**src/core/oprl_pkg.sv**
```systemverilog
/*
 * Shared constants for the operations log input event recorder: input bit
 * positions, record code layout and reset values.
 * Assumes a single system clock; nothing here is tied to a bus or register map.
 */
package oprl_pkg;

    // ------------------------------------------------------------
    // Input vector layout
    // ------------------------------------------------------------
    localparam int unsigned IN_W = 21;
    localparam logic [4:0] IDX_EXT_TRIP = 5'h00;
    localparam logic [4:0] IDX_EXT_CLOSE = 5'h01;
    localparam logic [4:0] IDX_EVCAP_ONE = 5'h02;
    localparam logic [4:0] IDX_EVCAP_TWO = 5'h03;
    localparam logic [4:0] IDX_WAVECAP = 5'h04;
    localparam logic [4:0] IDX_AUX_NO = 5'h05;
    localparam logic [4:0] IDX_AUX_NC = 5'h06;
    localparam logic [4:0] IDX_NEGSEQ = 5'h07;
    localparam logic [4:0] IDX_PHASEDIR = 5'h08;
    localparam logic [4:0] IDX_GROUNDDIR = 5'h09;
    // User logical input n (1..11) sits at IDX_USER_BASE + n - 1
    localparam logic [4:0] IDX_USER_BASE = 5'h0A;
    localparam logic [4:0] IDX_USER_LAST = 5'h14;

    // ------------------------------------------------------------
    // Record code: {input index, direction}, direction 1 = asserted/closed
    // ------------------------------------------------------------
    localparam int unsigned CODE_W = 6;
    localparam int unsigned PEND_W = 2 * IN_W;
    localparam logic DIR_SET = 1'b1;
    localparam logic DIR_CLR = 1'b0;

    // ------------------------------------------------------------
    // Reset values
    // ------------------------------------------------------------
    localparam logic [CODE_W-1:0] RST_CODE = 6'h00;
    localparam logic [PEND_W-1:0] RST_PEND = 42'h000_0000_0000;
    localparam logic [IN_W-1:0] RST_LEVEL = 21'h00_0000;

endpackage

```
**src/core/oprl_recorder.sv**
```systemverilog
/*
 * Operations log input event recorder: watches the programmable logical inputs,
 * queues one pending record per input edge and emits one record per cycle,
 * fires event and waveform capture strobes and follows the element enables.
 * Assumes the log sink accepts a record on every cycle it is offered and that
 * the capture stores act on a one-cycle start strobe.
 */
`timescale 1ns/1ps

// What this block does
// Trip command input falling logs an external-trip-disabled record.
// Event trigger one rising logs initiated and captures; falling logs reset.
// Event trigger two behaves the same as trigger one.
// Either event capture is steered into the fault record store.
// Waveform trigger rising logs initiated and stores waveform; falling logs reset.
// Close input edges log close enabled/disabled only, never a breaker close.
// Normally-open aux record says closed or opened from its level when logged.
// Normally-closed aux record says closed or opened from its level when logged.
// Aux records carry only the input value, not a verified breaker position.
// Negative sequence enable edges log records and enable the element if used.
// Phase directional enable edges log records and gate the element if used.
// Ground directional enable edges log records and gate the element if used.
// Each user input one to eleven logs closed on rise, opened on fall.
// User input eleven records carry input eleven's own index.
// Trip command input rising logs external-trip-enabled, no breaker trip implied.
module oprl_recorder
(
    input wire logic clk_sys,
    input wire logic sys_rst,
    input wire logic extTripCmd,
    input wire logic extCloseCmd,
    input wire logic event_capture_trigger_one,
    input wire logic event_capture_trigger_two,
    input wire logic waveform_capture_trigger,
    input wire logic breaker_aux_normally_open,
    input wire logic breaker_aux_normally_closed,
    input wire logic negSeqOvercurrentEnable,
    input wire logic phase_directional_overcurrent_enable,
    input wire logic ground_directional_overcurrent_enable,
    input wire logic [10:0] user_logic_input,
    input wire logic negSeqUsed,
    input wire logic phaseDirUsed,
    input wire logic groundDirUsed,
    output logic recValid_r,
    output logic [oprl_pkg::CODE_W-1:0] recCode_r,
    output logic recLevel_r,
    output logic evCapStart_r,
    output logic [1:0] evCapSource_r,
    output logic waveCapStart_r,
    output logic negSeqElemEnable_r,
    output logic phaseDirElemEnable_r,
    output logic groundDirElemEnable_r
);

    // ------------------------------------------------------------
    // Input gathering and synchronisation
    // ------------------------------------------------------------
    logic [oprl_pkg::IN_W-1:0] rawIn;
    logic [oprl_pkg::IN_W-1:0] lvl;
    logic [oprl_pkg::IN_W-1:0] rise;
    logic [oprl_pkg::IN_W-1:0] fall;

    // Bit order matches the index constants; user inputs fill the top
    assign rawIn = {user_logic_input,
                    ground_directional_overcurrent_enable,
                    phase_directional_overcurrent_enable,
                    negSeqOvercurrentEnable,
                    breaker_aux_normally_closed,
                    breaker_aux_normally_open,
                    waveform_capture_trigger,
                    event_capture_trigger_two,
                    event_capture_trigger_one,
                    extCloseCmd,
                    extTripCmd};

    oprl_input_sync uSync
    (
        .clk_sys(clk_sys),
        .sys_rst(sys_rst),
        .rawIn(rawIn),
        .level(lvl),
        .rise(rise),
        .fall(fall)
    );

    // ------------------------------------------------------------
    // Pending record vector: bit 2i+1 rise of input i, bit 2i its fall
    // ------------------------------------------------------------
    logic [oprl_pkg::PEND_W-1:0] setVec;
    logic [oprl_pkg::PEND_W-1:0] pend_r;
    logic [oprl_pkg::PEND_W-1:0] pend_nxt;
    logic [oprl_pkg::PEND_W-1:0] grantVec;
    logic [oprl_pkg::CODE_W-1:0] grantIdx;
    logic grantHit;

    genvar i;
    generate
        for (i = 0; i < oprl_pkg::IN_W; i++)
        begin : gEdge
            // user input edges queued
            // Every input, user inputs included, queues both edge kinds;
            // index stays the input's own slot, so user input eleven logs as index 20 (code 0x29 on rise).
            // own index kept
            assign setVec[2*i+1] = rise[i];
            assign setVec[2*i] = fall[i];
        end
    endgenerate

    // Lowest index wins; a burst of edges drains one record per cycle
    always_comb
    begin
        grantIdx = oprl_pkg::RST_CODE;
        grantHit = 1'b0;
        for (int k = oprl_pkg::PEND_W - 1; k >= 0; k--)
        begin
            if (pend_r[k])
            begin
                grantIdx = 6'(k);
                grantHit = 1'b1;
            end
        end
    end

    assign grantVec = grantHit ? (42'h000_0000_0001 << grantIdx) : oprl_pkg::RST_PEND;
    // A new edge in the cycle its slot drains is kept: set after clear
    assign pend_nxt = (pend_r & ~grantVec) | setVec;

    // Pending storage; an edge repeated before draining merges into one
    always_ff @(posedge clk_sys or posedge sys_rst)
    begin
        if (sys_rst)
            pend_r <= oprl_pkg::RST_PEND;
        else
            pend_r <= pend_nxt;
    end

    // ------------------------------------------------------------
    // Record formation
    // ------------------------------------------------------------
    logic [4:0] grantIn;
    logic grantIsAux;
    logic grantLvl;
    logic [oprl_pkg::CODE_W-1:0] code_nxt;

    assign grantIn = grantIdx[5:1];
    assign grantLvl = lvl[grantIn];
    // aux open level
    // aux closed level
    assign grantIsAux = (grantIn == oprl_pkg::IDX_AUX_NO) || (grantIn == oprl_pkg::IDX_AUX_NC);
    // input value only
    // Aux records report the level seen now; nothing checks the breaker itself
    assign code_nxt = grantIsAux ? {grantIn, grantLvl} : grantIdx;

    // Log record output, one cycle per record.
    // Trip and close records are plain input state; no breaker command results.
    // trip disabled record
    // trip enabled record
    // close state only
    always_ff @(posedge clk_sys or posedge sys_rst)
    begin
        if (sys_rst)
        begin
            recValid_r <= 1'b0;
            recCode_r <= oprl_pkg::RST_CODE;
            recLevel_r <= 1'b0;
        end
        else
        begin
            recValid_r <= grantHit;
            recCode_r <= code_nxt;
            recLevel_r <= grantLvl;
        end
    end

    // ------------------------------------------------------------
    // Capture strobes and element enables
    // ------------------------------------------------------------
    logic [1:0] evSrc_nxt;

    // trigger one capture
    // trigger two capture
    assign evSrc_nxt = {rise[oprl_pkg::IDX_EVCAP_TWO], rise[oprl_pkg::IDX_EVCAP_ONE]};

    // Captures start at once, not when the log record drains.
    // fault store capture
    // waveform capture start
    always_ff @(posedge clk_sys or posedge sys_rst)
    begin
        if (sys_rst)
        begin
            evCapStart_r <= 1'b0;
            evCapSource_r <= 2'b00;
            waveCapStart_r <= 1'b0;
        end
        else
        begin
            evCapStart_r <= |evSrc_nxt;
            evCapSource_r <= evSrc_nxt;
            waveCapStart_r <= rise[oprl_pkg::IDX_WAVECAP];
        end
    end

    // Enables follow the synced level, gated by whether the element is used
    // negative sequence gate
    // phase directional gate
    // ground directional gate
    always_ff @(posedge clk_sys or posedge sys_rst)
    begin
        if (sys_rst)
        begin
            negSeqElemEnable_r <= 1'b0;
            phaseDirElemEnable_r <= 1'b0;
            groundDirElemEnable_r <= 1'b0;
        end
        else
        begin
            negSeqElemEnable_r <= negSeqUsed & lvl[oprl_pkg::IDX_NEGSEQ];
            phaseDirElemEnable_r <= phaseDirUsed & lvl[oprl_pkg::IDX_PHASEDIR];
            groundDirElemEnable_r <= groundDirUsed & lvl[oprl_pkg::IDX_GROUNDDIR];
        end
    end

    // ------------------------------------------------------------
    // Assertions
    // ------------------------------------------------------------
    a_trip_rise_queued: assert property (
        @(posedge clk_sys) disable iff (sys_rst)
        rise[oprl_pkg::IDX_EXT_TRIP] |=> pend_r[1] || (recValid_r && recCode_r == 6'h01))
        else $error("trip rise not queued");

    a_trip_fall_queued: assert property (
        @(posedge clk_sys) disable iff (sys_rst)
        fall[oprl_pkg::IDX_EXT_TRIP] |=> pend_r[0])
        else $error("trip fall not queued");

    a_evcap_one_start: assert property (
        @(posedge clk_sys) disable iff (sys_rst)
        rise[oprl_pkg::IDX_EVCAP_ONE] |=> evCapStart_r && evCapSource_r[0])
        else $error("event capture one missing");

    a_evcap_two_start: assert property (
        @(posedge clk_sys) disable iff (sys_rst)
        rise[oprl_pkg::IDX_EVCAP_TWO] |=> evCapStart_r && evCapSource_r[1])
        else $error("event capture two missing");

    a_evcap_no_spurious: assert property (
        @(posedge clk_sys) disable iff (sys_rst)
        evCapStart_r |-> $past(rise[oprl_pkg::IDX_EVCAP_ONE] | rise[oprl_pkg::IDX_EVCAP_TWO]))
        else $error("event capture without trigger");

    a_wave_start: assert property (
        @(posedge clk_sys) disable iff (sys_rst)
        rise[oprl_pkg::IDX_WAVECAP] |=> waveCapStart_r ##1 !waveCapStart_r)
        else $error("waveform capture strobe wrong");

    a_aux_no_level: assert property (
        @(posedge clk_sys) disable iff (sys_rst)
        recValid_r && recCode_r[5:1] == oprl_pkg::IDX_AUX_NO |-> recCode_r[0] == $past(lvl[5]))
        else $error("aux open record level wrong");

    a_aux_nc_level: assert property (
        @(posedge clk_sys) disable iff (sys_rst)
        recValid_r && recCode_r[5:1] == oprl_pkg::IDX_AUX_NC |-> recCode_r[0] == $past(lvl[6]))
        else $error("aux closed record level wrong");

    a_negseq_enable: assert property (
        @(posedge clk_sys) disable iff (sys_rst)
        ##1 negSeqElemEnable_r == $past(negSeqUsed & lvl[oprl_pkg::IDX_NEGSEQ]))
        else $error("negative sequence enable wrong");

    a_phasedir_enable: assert property (
        @(posedge clk_sys) disable iff (sys_rst)
        phaseDirUsed && rise[oprl_pkg::IDX_PHASEDIR] |=> phaseDirElemEnable_r)
        else $error("phase directional enable wrong");

    a_grounddir_disable: assert property (
        @(posedge clk_sys) disable iff (sys_rst)
        fall[oprl_pkg::IDX_GROUNDDIR] |=> !groundDirElemEnable_r)
        else $error("ground directional disable wrong");

    a_close_rise_queued: assert property (
        @(posedge clk_sys) disable iff (sys_rst)
        rise[oprl_pkg::IDX_EXT_CLOSE] |=> pend_r[3])
        else $error("close rise not queued");

    a_close_fall_queued: assert property (
        @(posedge clk_sys) disable iff (sys_rst)
        fall[oprl_pkg::IDX_EXT_CLOSE] |=> pend_r[2])
        else $error("close fall not queued");

    a_aux_code_level: assert property (
        @(posedge clk_sys) disable iff (sys_rst)
        recValid_r && (recCode_r[5:1] == oprl_pkg::IDX_AUX_NO || recCode_r[5:1] == oprl_pkg::IDX_AUX_NC)
        |-> recCode_r[0] == recLevel_r)
        else $error("aux record level and code disagree");

    a_user_one_queued: assert property (
        @(posedge clk_sys) disable iff (sys_rst)
        rise[oprl_pkg::IDX_USER_BASE] |=> pend_r[21])
        else $error("user input one rise not queued");

    a_pend_drains: assert property (
        @(posedge clk_sys) disable iff (sys_rst)
        (pend_r != oprl_pkg::RST_PEND) |=> recValid_r)
        else $error("pending record not emitted");

    a_user_eleven_code: assert property (
        @(posedge clk_sys) disable iff (sys_rst)
        pend_r == oprl_pkg::RST_PEND && $onehot(setVec) && rise[oprl_pkg::IDX_USER_LAST]
        |=> ##1 recValid_r && recCode_r == 6'h29)
        else $error("user input eleven record code wrong");

endmodule // oprl_recorder

```
**src/core/oprl_input_sync.sv**
```systemverilog
/*
 * Two-flop synchroniser plus edge detector for the whole logical input vector.
 * Assumes the inputs arrive from logic outside clk_sys; the first flop of each
 * chain feeds only the second.
 */
`timescale 1ns/1ps

module oprl_input_sync
(
    input wire logic clk_sys,
    input wire logic sys_rst,
    input wire logic [oprl_pkg::IN_W-1:0] rawIn,
    output logic [oprl_pkg::IN_W-1:0] level,
    output logic [oprl_pkg::IN_W-1:0] rise,
    output logic [oprl_pkg::IN_W-1:0] fall
);

    // ------------------------------------------------------------
    // Per-bit synchroniser and history
    // ------------------------------------------------------------
    genvar b;
    generate
        for (b = 0; b < oprl_pkg::IN_W; b++)
        begin : gBit
            logic meta_r;
            logic sync_r;
            logic prev_r;
            // Meta stage, stable stage, then one cycle of history for edges
            always_ff @(posedge clk_sys or posedge sys_rst)
            begin
                if (sys_rst)
                begin
                    meta_r <= 1'b0;
                    sync_r <= 1'b0;
                    prev_r <= 1'b0;
                end
                else
                begin
                    meta_r <= rawIn[b];
                    sync_r <= meta_r;
                    prev_r <= sync_r;
                end
            end
            // Edges come from the stable stages only
            assign level[b] = sync_r;
            assign rise[b] = sync_r & ~prev_r;
            assign fall[b] = ~sync_r & prev_r;
        end
    endgenerate

endmodule // oprl_input_sync

```
**config.mk**
```make
export PLATFORM = sky130hd
export DESIGN_NAME = oprl_recorder
export DESIGN_NICKNAME = d
export VERILOG_FILES = /design/src/core/oprl_pkg.sv /design/src/core/oprl_recorder.sv /design/src/core/oprl_input_sync.sv
export SDC_FILE = /design/constraint.sdc
export NUM_CORES = 1
export LEC_CHECK = 0
export BUFFER_PORTS_ARGS = -buffer_cell sky130_fd_sc_hd__buf_2
export CAP_MARGIN = 20
export CORE_MARGIN = 3
export CORE_UTILIZATION = 25
export DETAILED_ROUTE_END_ITERATION = 12
export PLACE_DENSITY_LB_ADDON = 0.15
export REMOVE_ABC_BUFFERS = 1
export SYNTH_ARGS = -nofsm -noshare
export SYNTH_HDL_FRONTEND = slang
export SYNTH_SLANG_ARGS = --single-unit
```
**constraint.sdc**
```tcl
create_clock -name clk_sys -period 3.5 [get_ports clk_sys]
set_input_delay 0.175 -clock clk_sys [delete_from_list [all_inputs] [get_ports clk_sys]]
set_output_delay 0.175 -clock clk_sys [all_outputs]
set_load 0.005 [all_outputs]
```
After elaboration in Yosys (flattened, before gate mapping):

Index checks and enable logic that the tools add are counted.

* flip-flop bits (word level): 120
* memories: 0
* bits in read-only memories: 0
* RAM bits: 0
* bits in latches: 0
* input port bits: 26
* output and inout bits: 15

* bitwise operators: 90
* reduce and logical (&&, ||, !) cells: 2
* order comparisons: 1
* div/mod/pow operators: 0
* equal/unequal tests: 2
* mux-type cells: 88
* shifts and indexed selects: 1
* $add $sub $neg: 0
* $mul: 0

Operator list (count)
* 2-to-1 mux 6 bit: 42
* bitwise AND 1 bit: 45
* 2-to-1 mux 1 bit: 44
* bitwise AND 42 bit: 1
* 2-to-1 mux 42 bit: 1
* inverter 1 bit: 42
* inverter 42 bit: 1
* bitwise OR 42 bit: 1
* << shifter 1 x 6 -> 42 bit, first input constant: 1
* equality test 5 x 3 -> 1 bit, second input constant: 2
* less-than comparator 5 x 6 -> 1 bit, second input constant: 1
* binary-select mux 1 bit (select 5 bit): 1
* OR reduction 2 bit: 1
* logical OR 1 bit: 1

Logic depth before layout (Yosys ltp):

Gate-level depths: netlist of run 1.

* depth in word-level cells: 47
* depth in mapped cells: 9

Hierarchy:

A second synthesis of run 1 with hierarchy kept.

* cells, all modules: 455
* area, all modules: 5139.9 sq um

By module, submodules not included
* oprl_recorder: area each 3034.2 sq um, cells each 328, sequential area each 1426.4 sq um, instances 1
* oprl_input_sync: area each 2105.8 sq um, cells each 127, sequential area each 1576.5 sq um, instances 1

Worst setup path before layout of run 1:

Ideal clock, no wire load.

* path kind: register to register
* from: register pend_r[13] (netlist bit)
* to: register pend_r[10] (netlist bit)
* library setup time: 0.121 ns
* setup slack: 1.080 ns
* stages on the path, launching flop included: 9
* buffers on the path: 0
* clock period less this slack: 2.420 ns
* data arrival time: 2.300 ns
* required time: 3.379 ns
* cells stage by stage: dfrtp_1 -> or4_1 -> o221a_2 -> o22ai_2 -> a21oi_2 -> inv_2 -> nand2_1 -> or3_1 -> a22o_1

* word-level cells in the longest chain between the ends: 19
* elaborated cells on any way between the ends: 33
* those cells by class: shift: 1; mux: 29; bitwise: 3

Ends and longest elaborated chain
* start: declaration: line oprl_recorder.sv:90 `logic [oprl_pkg::PEND_W-1:0] pend_r;`
* start signal: assignment: line oprl_recorder.sv:132 `pend_r <= oprl_pkg::RST_PEND;`
* start signal: assignment: line oprl_recorder.sv:134 `pend_r <= pend_nxt;`
* 2-to-1 mux 6 bit (14 in a row): line oprl_recorder.sv:116 `if (pend_r[k])`
* via code_nxt, one bit: line oprl_recorder.sv:143 `logic [oprl_pkg::CODE_W-1:0] code_nxt;`
* << shifter 1 x 6 -> 42 bit: line oprl_recorder.sv:124 `assign grantVec = grantHit ? (42'h000_0000_0001 << grantIdx) : oprl_pkg::RST_PEND;`
* 2-to-1 mux 42 bit: line oprl_recorder.sv:124
* inverter 42 bit: line oprl_recorder.sv:126 `assign pend_nxt = (pend_r & ~grantVec) | setVec;`
* bitwise AND 42 bit: line oprl_recorder.sv:126
* bitwise OR 42 bit: line oprl_recorder.sv:126
* via pend_nxt, one bit: line oprl_recorder.sv:91 `logic [oprl_pkg::PEND_W-1:0] pend_nxt;`

The timed path passes the listed nets, and every way through them passes these cells.

Worst setup path after layout of run 1:

* from: register pend_r[30] (netlist bit)
* to: register pend_r[1] (netlist bit)

* word-level cells in the longest chain between the ends: 36
* elaborated cells on any way between the ends: 67
* those cells by class: shift: 1; mux: 63; bitwise: 3

Ends and longest elaborated chain (line)
* 2-to-1 mux 6 bit (31 in a row): oprl_recorder.sv:116
* << shifter 1 x 6 -> 42 bit: oprl_recorder.sv:124
* 2-to-1 mux 42 bit (*): oprl_recorder.sv:124
* inverter 42 bit (*): oprl_recorder.sv:126
* bitwise AND 42 bit (*): oprl_recorder.sv:126
* bitwise OR 42 bit (*): oprl_recorder.sv:126
* via pend_nxt, one bit: oprl_recorder.sv:91

Mark *: on every way through the listed nets, which the timed path passes. The rest lies on a longest branch.

==> results.md, run 1 <==
* HP Class: reg2reg
* Final Cell Area at between 6000 and 7000 um2
* Clock Path Buffers at 2
* CTS tree: done
* YS warnings at 0
* CTS H-tree lvls at 4
* Max-slew headroom at the worst pin at roughly 55%
* Ant diodes at 0
* Max Freq at 0.327 GHz
* CTS Buf Count at 17
* Setup violations, final at 0
* Max-slew violations at 0
* Post-CTS Resized at 0
* Post-synthesis register bit count at 120
* Antenna violations before repair at 0
* Power Total at ~3.7 mW
* Commonest non-fill, non-tap cells in the layout: dfrtp_1 (120), nor2_1 (42), buf_2 (40), inv_1 (34), dlygate4sd3_1 (25)
* FILL cells at around 1800
* Synth Instances at 406
* Max-cap viol count at 0
* Via-to-Cell Ratio at 4.68
* Post-synth EDFFs at 0
* Area after DPL at 5230 um2
* Final hold vios at 0
* FF+latch area at about 3000 um2
* Slew @ Worst Pin at between 600 and 700 ps
* Top layer in use: met4
* Worst-path fanout max at 7
* Met3 Routed Length at 739 um
* Share of layout cells above drive strength 1 at between 10% and 20%
* Core Area at roughly 18000 um2
* Vias after detailed routing at 3455
* Crit path kind: reg2reg
* Worst-path clk slew at 50 ps
* Met1 wire length at 5700 um
* Maximum VDD drop at between 300 and 400 uV
* Critical path arrival at 3330 ps
* DR WL met2 at 5740 um
* Detailed placer's ending HPWL at 8840 um
* Layout Cells excl Fill at about 740
* WP data required at ~3800 ps
* LEAKAGE at ~2.6 nW
* First-pass GRT wire length at ~20000 um
* WL per Instance at about 17 um
* CTS root buf: clkbuf_16
* Setup TNS at 0 ps
* FFs w/ async S/R, synth at 100%
* Remaining DRCs at 0
* Tcrit/Tclk final at just under 90%
* Crit end category: register
* Final nets at 525
* Clock latency on the worst-skew pair at roughly 420 ps
* Worst Skew at about 8.7 ps
* Post-Route WL at roughly 12000 um
* RSZ-0062 raised after global routing: false
* Top Ports at 41
* Multi-input logic area at approximately 1500 um2
* Commonest non-fill, non-tap cell in the layout: dfrtp_1
* Seq/Total Area, Yosys at 64.7%
* Mapped Area at about 4600 um2
* Drt initial violations at 316
* Die width at about 140 um
* Post-detailed-route count of antenna-violating nets at 0
* Final WS setup at 444 ps
* Detailed Routing Iterations Pass 1 at 5
* Die Height at about 140 um
* Yosys cell types at just over 50
* Hold-fix buffers, CTS at 25
* Outcome: finished clean
* Main flop type after synthesis: dfrtp_1
* Min cycle time layout at roughly 3000 ps
* GP Congestion at ~0.90
* Initial core utilization at about a quarter
* Row cnt at 49
* CP startpoint kind: register
* Setup bufs post-CTS at 0
* Overall routing resource usage at 13.1%
* GR Overflow Total at 0
* Number of global-route vias before repair at ~3500
* Area of the die at slightly above 20000 um2
* Syn Area/Cell at ~11 um2
* Placed insts at 684
* Clock sink count at 120
* Power per cell area at 614 nW/um2
* IO buf count at 40
* DP Worst Slack at approximately 400 ps
* Pin count of the biggest net entering global routing at 72
* Area grow syn2layout at 30.9%
[through the flow]
step	hold WS (ps)	utilization, %
floorplan	206	-
global placement	282	28.9
detailed placement	284	28.9
CTS	347	33.6
global route	349	33.6
finish	345	33.6
[registers in the layout, summed over array words and instances (netlist names)]
name and flops:
pend_r 42, uSync.gBit.meta_r 21, uSync.gBit.prev_r 21, uSync.gBit.sync_r 21
recCode_r 6, evCapSource_r 2, evCapStart_r 1, groundDirElemEnable_r 1
negSeqElemEnable_r 1, phaseDirElemEnable_r 1, recLevel_r 1, recValid_r 1
waveCapStart_r 1
[cell type report]
class,count,area share (%)
inverters,36,2.26
repair buffers,80,9.47
multi-input cells,244,24.2
clock buffers,22,7.96
well taps,229,4.71
flip-flops and latches,120,49.4
clock inverters,8,1.98
[logic make-up (layout without fill, tap and decap cells)]
| group | count (synthesis) | in the layout | share of synthesized area, % |
|---|---|---|---|
| buffers and inverters | 42 | 146 | 3.61 |
| multiplexers | 9 | 9 | 2.07 |
| AND/OR/NAND/NOR | 127 | 127 | 14.0 |
| AO/OA/AOI/OAI | 108 | 108 | 15.7 |
| flip-flops | 120 | 120 | 64.7 |
[where the power goes]
part | internal, mW | switching (mW) | leakage (nW) | total (mW)
logic | 0.162 | 0.266 | 1.02 | 0.428
registers | 1.46 | 0.0623 | 1.31 | 1.53
clock network | 1.18 | 0.602 | 0.294 | 1.78
total | 2.81 | 0.930 | 2.62 | 3.74
[metal layers]
metal,track usage [%],up-vias
met5,0,-
met4,4.20,0
met3,4.23,10
met2,19.9,90
met1,17.9,1720
li1,-,1635
[critical path, cell delays in order, from the launching register on]
cell and delay, ps:
dfrtp_1 420, nor4_1 530, o21ai_1 180, a31oi_1 300, a2111oi_2 140, o21ai_2 270, buf_4 220, nand2_1 110
buf_4 210, nor4_1 390, o22ai_1 140
[synth_stat cells (2+ instances only)]
master | n | area share (%)
dfrtp_1 | 120 | 65
o2bb2ai_1 | 3 | 0.57
or2_2 | 4 | 0.54
a21o_1 | 7 | 1.1
o31ai_1 | 7 | 1.1
or4_1 | 2 | 0.32
nand2b_1 | 2 | 0.27
and2_1 | 4 | 0.54
a22o_1 | 7 | 1.3
o22ai_1 | 6 | 0.81
nand3_1 | 6 | 0.65
nor2b_1 | 11 | 1.5
nor4_1 | 11 | 1.5
o2111ai_1 | 2 | 0.38
nor3_1 | 19 | 2.0
nor4_2 | 2 | 0.54
or3_1 | 3 | 0.40
a22oi_1 | 3 | 0.48
nand2_1 | 17 | 1.4
a21oi_1 | 20 | 2.2
a31oi_1 | 11 | 1.5
buf_2 | 2 | 0.22
o21ai_0 | 22 | 2.4
a211oi_1 | 4 | 0.65
nor2_1 | 42 | 3.4
o41ai_1 | 2 | 0.38
mux2i_1 | 7 | 1.5
clkbuf_1 | 3 | 0.24
inv_1 | 35 | 2.8
[worst paths after layout]
check	to	slack (ps)	depth (start not counted)	start
max	pend_r[1]	440	10	pend_r[30]
min	uSync.gBit[17].sync_r	350	0	uSync.gBit[17].meta_r
max reg2reg	pend_r[1]	440	10	pend_r[30]
min reg2reg	uSync.gBit[17].sync_r	350	0	uSync.gBit[17].meta_r
max in group asynchronous	pend_r[38]	2250	4	sys_rst
min in group asynchronous	uSync.gBit[2].meta_r	410	3	sys_rst
No activity file was read; power rests on OpenSTA's default activity.
==> run 2, diff against run 1 <==
- PLACE_DENSITY: unset -> 0.38
- PLACE_DENSITY_LB_ADDON: 0.15 -> unset
==> run 2 against run 1 <==
Effect of this change:
- combinational power is 4% higher
- via count is 0.29% lower
- first-iteration DRC count is 7.3% lower
- worst setup slack worse by 34 ps
- non-clock buffer count stayed put
- cell count is 0.27% higher
- sequential share of layout area is 0.081 points lower
- global-route usage is 0.073 points higher
- cell area is 0.16% higher
- power is 0.51% higher
- clock-buffer cell count is 4 lower
- sequential power hardly changed
- critical path type unchanged
- critical endpoint is now recCode_r[0]
==> results.md, run 2 (synthesis gave the netlist of run 1 again) <==
* HP Class: reg2reg
* Detailed Routing Iterations Pass 1 at 4 (-1)
* LEAKAGE at 2.60 nW (-0.48%)
* Critical R2R Launch: pend_r[39]
* Post-detailed-route count of antenna-violating nets at 0 (unchanged)
* Worst-path fanout max at 12 (+5)
* CTS H-tree lvls at 4 (unchanged)
* Die width at 142 um (unchanged)
* Via-to-Cell Ratio at 4.65 (-0.56%)
* Setup violations, final at 0 (unchanged)
* Buf/Inv on CP at 0 (-2)
* Tcrit/Tclk final at 88.3% (+0.96 points)
* Min cycle time layout at 3090 ps (+33.6 ps)
* Slew @ Worst Pin at 698 ps (+24.9 ps)
* CTS Buf Count at 17 (unchanged)
* Area of the die at 20200 um2 (unchanged)
* GR Overflow Total at 0 (unchanged)
* Final nets at 525 (unchanged)
* WP data required at 3800 ps (+20 ps)
* Post-Route WL at 12300 um (+0.18%)
* CP startpoint kind: register
* Vias after detailed routing at 3445 (-0.29%)
* Core Area at 18100 um2 (unchanged)
* Detailed placer's ending HPWL at 8750 um (-1.0%)
* Pin count of the biggest net entering global routing at 67 (-6.9%)
* CTS root buf: clkbuf_16
* Most flop-heavy register: pend_r
* First-pass GRT wire length at 20100 um (+0.31%)
* Kind of cell adding the most delay to the critical path: compound AO/OA/AOI/OAI gates
* GP Congestion at 0.886 (-1.2%)
* Top Ports at 41 (unchanged)
* Delay of the slowest cell on the worst path at 520 ps (about the same)
* Setup TNS at 0 ps (unchanged)
* Drt initial violations at 293 (-7.3%)
* Crit-path cells: nor4_1 > o21ai_1 > a31oi_1 > a2111oi_2 > o21ai_2 > nand2_1 > a21oi_1 > mux2i_1
* Clock Path Buffers at 2 (unchanged)
* Clock sink count at 120 (unchanged)
* Remaining DRCs at 0 (unchanged)
* IO buf count at 40 (unchanged)
* Antenna violations before repair at 0 (unchanged)
* Outcome: finished clean
* Max stage delay cell, worst path: o21ai_2
* Critical path arrival at 3390 ps (+60 ps)
* Max Freq at 0.324 GHz (-1.1%)
* FILL cells at 1785 (-1.2%)
* Worst-path clk slew at 60 ps (about the same)
* Number of global-route vias before repair at 3569 (+0.82%)
* Max-slew headroom at the worst pin at 52.8% (-1.9 points)
* Min-Delay Endpoint: uSync.gBit[1].sync_r
* Hold depth at 0 (unchanged)
* Clock latency on the worst-skew pair at 420 ps (about the same)
* Power per cell area at 617 nW/um2 (+0.35%)
* Max reg flops at 42 (unchanged)
* Area grow syn2layout at 31.1%
* Commonest non-fill, non-tap cells in the layout: dfrtp_1 (120), nor2_1 (42), buf_2 (40), inv_1 (34), dlygate4sd3_1 (25)
* Initial core utilization at 25.7% (unchanged)
* Worst Skew at 7.07 ps (-1.60 ps)
* RSZ-0062 raised after global routing: false
* Share of layout cells above drive strength 1 at 20.3% (+0.51 points)
* Ant diodes at 0 (unchanged)
* Maximum VDD drop at 320 uV (-7.0%)
* Commonest non-fill, non-tap cell in the layout: dfrtp_1
* Final hold vios at 0 (unchanged)
* Max-cap viol count at 0 (unchanged)
* Crit path kind: reg2reg
* FF-to-FF End: recCode_r[0]
* Util after Layout at 33.7% (+0.055 points)
* Max-slew violations at 0 (unchanged)
* WL per Instance at 16.6 um (about the same)
* Row cnt at 49 (unchanged)
* Crit end category: register
* Overall routing resource usage at 13.2% (+0.073 points)
* Post-CTS Resized at 0 (unchanged)
* R2r setup slk at 410 ps (-30 ps)
* Die Height at 142 um (unchanged)
* Reg2Reg Depth at 8 (-2)
* Hold_sp: uSync.gBit[1].meta_r
* CTS tree: done
-- run 2: cell types whose count changed in the layout (fill, tap and decap cells not counted), sizes merged --
cell	delta
clkbuf	-4
clkinv	+1
inv	+1
clkinvlp	+4
-- run 2: how the worst max path moves through the flow --
stage,startpoint,endpoint,cells past startpoint
after global placement,pend_r[19],recCode_r[0],9
final,pend_r[39],recCode_r[0],8
after floorplan,sys_rst,evCapSource_r[0],1
after CTS,pend_r[39],recCode_r[0],8
after global routing,pend_r[39],pend_r[34],8
after detailed placement,pend_r[39],pend_r[10],8
-- run 2: timing repair --
item | in CTS | in global routing
hold endpoints to repair | 78 | 0
hold buffers | 25 | 0
setup buffers | 0 | 0
-- run 2: per-stage QoR --
stage               cell area [um2]  total power [mW]  setup WS [ps]  cells  hold WS (ps)
CTS                            6090              3.81            380    741           349
detailed placement             5230              1.97            387    684           284
global placement               5230              1.97            558    684           282
floorplan                      4610              1.74            139    400           206
finish                         6090              3.76            411    741           346
global route                   6090              3.92            175    741           350
-- run 2: layout make-up --
class | count | area (um2) | share of cell area (%)
clock buffer | 18 | 439 | 7.21
clock inverter | 14 | 175 | 2.88
inverter | 36 | 138 | 2.26
multi-input combinational | 244 | 1470 | 24.2
sequential | 120 | 3000 | 49.3
tap | 229 | 287 | 4.70
timing repair buffer | 80 | 576 | 9.45
-- run 2: layer usage --
metal | vias up | global-route usage [%] | share of wire [%]
li1 | 1637 | - | -
met1 | 1684 | 18.0 | 47
met2 | 99 | 19.3 | 45
met3 | 25 | 4.10 | 5.3
met4 | 0 | 5.95 | 2.5
met5 | - | 0 | 0
-- run 2: report_power, final --
part,internal [mW],switching [mW],total [mW]
Clock,1.14,0.651,1.79
Combinational,0.168,0.279,0.446
Sequential,1.46,0.0570,1.52
==> run 3, diff against run 2 <==
- CORE_UTILIZATION: 25 -> 35
- PLACE_DENSITY: 0.38 -> 0.5
==> run 3 against run 2 <==
Effect of this change:
- non-clock buffer count decreased by 1
- utilization increased by 13 points
- flip-flop and latch count unchanged
- wire length decreased by 6.9%
- die area decreased by 27%
- via count decreased by 1.0%
- clock-buffer cell count increased by 5
- cell area decreased by 1.8%
- hold slack got worse by 1.8 ps
- maximum frequency increased by 0.70%
- clock power decreased by 6%
- critical path type unchanged
- critical endpoint is now pend_r[10]
- highest routed layer unchanged
==> results.md, run 3 (synthesis gave the netlist of run 1 again) <==
* Outcome: finished clean
* FF-to-FF End: pend_r[10]
* Top layer in use: met4
* Pin count of the biggest net entering global routing at 71 (+6.0%)
* Via-to-Cell Ratio at 5.00 (+7.5%)
* Setup violations, final at 0 (unchanged)
* Post-detailed-route count of antenna-violating nets at 0 (unchanged)
* Area after DPL at 5150 um2 (-1.5%)
* Crit end category: register
* Delay of the slowest cell on the worst path at 480 ps (-40 ps)
* Slew @ Worst Pin at 722 ps (+24.0 ps)
* Setup TNS at 0 ps (unchanged)
* Area grow syn2layout at 28.8%
* Post-CTS Resized at 0 (unchanged)
* Die Height at 121 um (-15%)
* Reg2Reg Depth at 8 (unchanged)
* Crit-path cells: nor4_1 > o21ai_1 > a31oi_1 > a2111oi_2 > o21ai_2 > nand2_1 > or3_1 > a22o_1
* HP Class: reg2reg
* Vias after detailed routing at 3409 (-1.0%)
* Final hold vios at 0 (unchanged)
* Ant diodes at 0 (unchanged)
* Commonest non-fill, non-tap cells in the layout: dfrtp_1 (120), nor2_1 (42), buf_2 (40), inv_1 (34), dlygate4sd3_1 (25)
* FILL cells at 1177 (-34%)
* Final nets at 524 (-0.19%)
* Hold_sp: uSync.gBit[2].meta_r
* Min cycle time layout at 3070 ps (-21.4 ps)
* Critical Path Start: pend_r[31]
* GR Overflow Total at 0 (unchanged)
* Max Freq at 0.326 GHz (+0.70%)
* Worst-path fanout max at 12 (unchanged)
* Commonest non-fill, non-tap cell in the layout: dfrtp_1
* Max-slew violations at 0 (unchanged)
* Initial core utilization at 36.4% (+11 points)
* WP data required at 3800 ps (about the same)
* CP startpoint kind: register
* Core Area at 12800 um2 (-29%)
* CTS tree: done
* Max-slew headroom at the worst pin at 51.4% (-1.4 points)
* Hold depth at 0 (unchanged)
* Die width at 121 um (-15%)
* Clock latency on the worst-skew pair at 410 ps (about the same)
* Max stage delay cell, worst path: o21ai_2
* Antenna violations before repair at 0 (unchanged)
* Overall routing resource usage at 17.0% (+3.8 points)
* Max reg flops at 42 (unchanged)
* Remaining DRCs at 0 (unchanged)
* Tcrit/Tclk final at 87.7% (-0.61 points)
* Max-cap viol count at 0 (unchanged)
* Clock Path Buffers at 2 (unchanged)
* DR WL met2 at 5270 um (-4.7%)
* CTS root buf: clkbuf_16
* Share of layout cells above drive strength 1 at 19.6% (-0.70 points)
* Power per cell area at 608 nW/um2 (-1.3%)
* CTS H-tree lvls at 4 (unchanged)
* Setup bufs post-CTS at 0 (unchanged)
* Post-Route WL at 11500 um (-6.9%)
* R2r setup slk at 430 ps (+20 ps)
* Most flop-heavy register: pend_r
* Min-Delay Endpoint: uSync.gBit[2].sync_r
* WHS at 344 ps (-1.77 ps)
* Drt initial violations at 231 (-21%)
* Layout Cells excl Fill at 682 (-8.0%)
* Area of the die at 14700 um2 (-27%)
* Maximum VDD drop at 410 uV (+28%)
* Row cnt at 41 (-16%)
* Critical path arrival at 3370 ps (-20 ps)
* Placed insts at 626 (-8.5%)
* Critical R2R Launch: pend_r[31]
* LEAKAGE at 2.60 nW (about the same)
* WL per Instance at 16.8 um (+1.2%)
* IO buf count at 40 (unchanged)
* GP Congestion at 0.904 (+2.1%)
* RSZ-0062 raised after global routing: false
* Top Ports at 41 (unchanged)
* Detailed Routing Iterations Pass 1 at 4 (unchanged)
* Number of global-route vias before repair at 3387 (-5.1%)
* Met3 Routed Length at 575 um (-12%)
* CTS Buf Count at 17 (unchanged)
* Detailed placer's ending HPWL at 8250 um (-5.8%)
* Clock sink count at 120 (unchanged)
* Worst Skew at 4.86 ps (-2.21 ps)
* First-pass GRT wire length at 18600 um (-7.5%)
* Final Cell Area at 5980 um2 (-1.8%)
* Crit path kind: reg2reg
* Met1 wire length at 5400 um (-7.5%)
* Worst-path clk slew at 50 ps (about the same)
run 3: cell count changes in the layout (fill, tap and decap cells not counted), sizes merged:
cell,delta
clkbuf,+5
inv,-1
buf,-1
clkinvlp,-4
bufinv,-1
run 3: routing by layer:
layer  vias up  track usage (%)
met2        82             25.4
met1      1674             22.9
li1       1636                -
met3        17             5.31
met5         -                0
met4         0             7.21
run 3: report_power, final:
| group | total, mW | switching [mW] | internal, mW |
|---|---|---|---|
| combinational | 0.428 | 0.262 | 0.166 |
| clock | 1.69 | 0.579 | 1.11 |
| sequential | 1.52 | 0.0562 | 1.46 |
| total | 3.64 | 0.897 | 2.74 |
run 3: worst max-delay path: cells and delay by family, from the launching register on:
kind	cells	cell delay (ps)
compound gates	5	1210
flops	1	420
simple gates	3	1310
run 3: how the worst max path moves through the flow:
stage	endpoint	slack, ps	cells after the start
6_report	pend_r[10]	430	8
5_1_grt	pend_r[18]	170	8
4_1_cts	pend_r[10]	430	8
3_5_place_dp	pend_r[10]	450	8
3_3_place_gp	pend_r[37]	550	9
2_1_floorplan	evCapSource_r[0]	140	1
run 3: final cells by class:
cell class	count	area, um2	area share [%]
Sequential cell	120	3000	50.2
Multi-Input combinational cell	244	1470	24.6
Timing Repair Buffer	79	568	9.50
Clock buffer	23	488	8.16
Tap cell	172	215	3.60
Inverter	36	138	2.30
Clock inverter	8	95.1	1.59
run 3: what timing repair did:
item                                   CTS  global route
setup endpoints to repair                0             0
hold buffers                            25             0
endpoints found under the hold margin   74             0
run 3: per-stage QoR:
stage / power [mW] / util (%) / setup slack [ps]
final: 3.64 / 46.8 / 432
after global routing: 3.80 / 46.8 / 173
after CTS: 3.69 / 46.8 / 431
after detailed placement: 1.95 / 40.3 / 450
after global placement: 1.95 / 40.3 / 546
after floorplan: 1.74 / - / 139
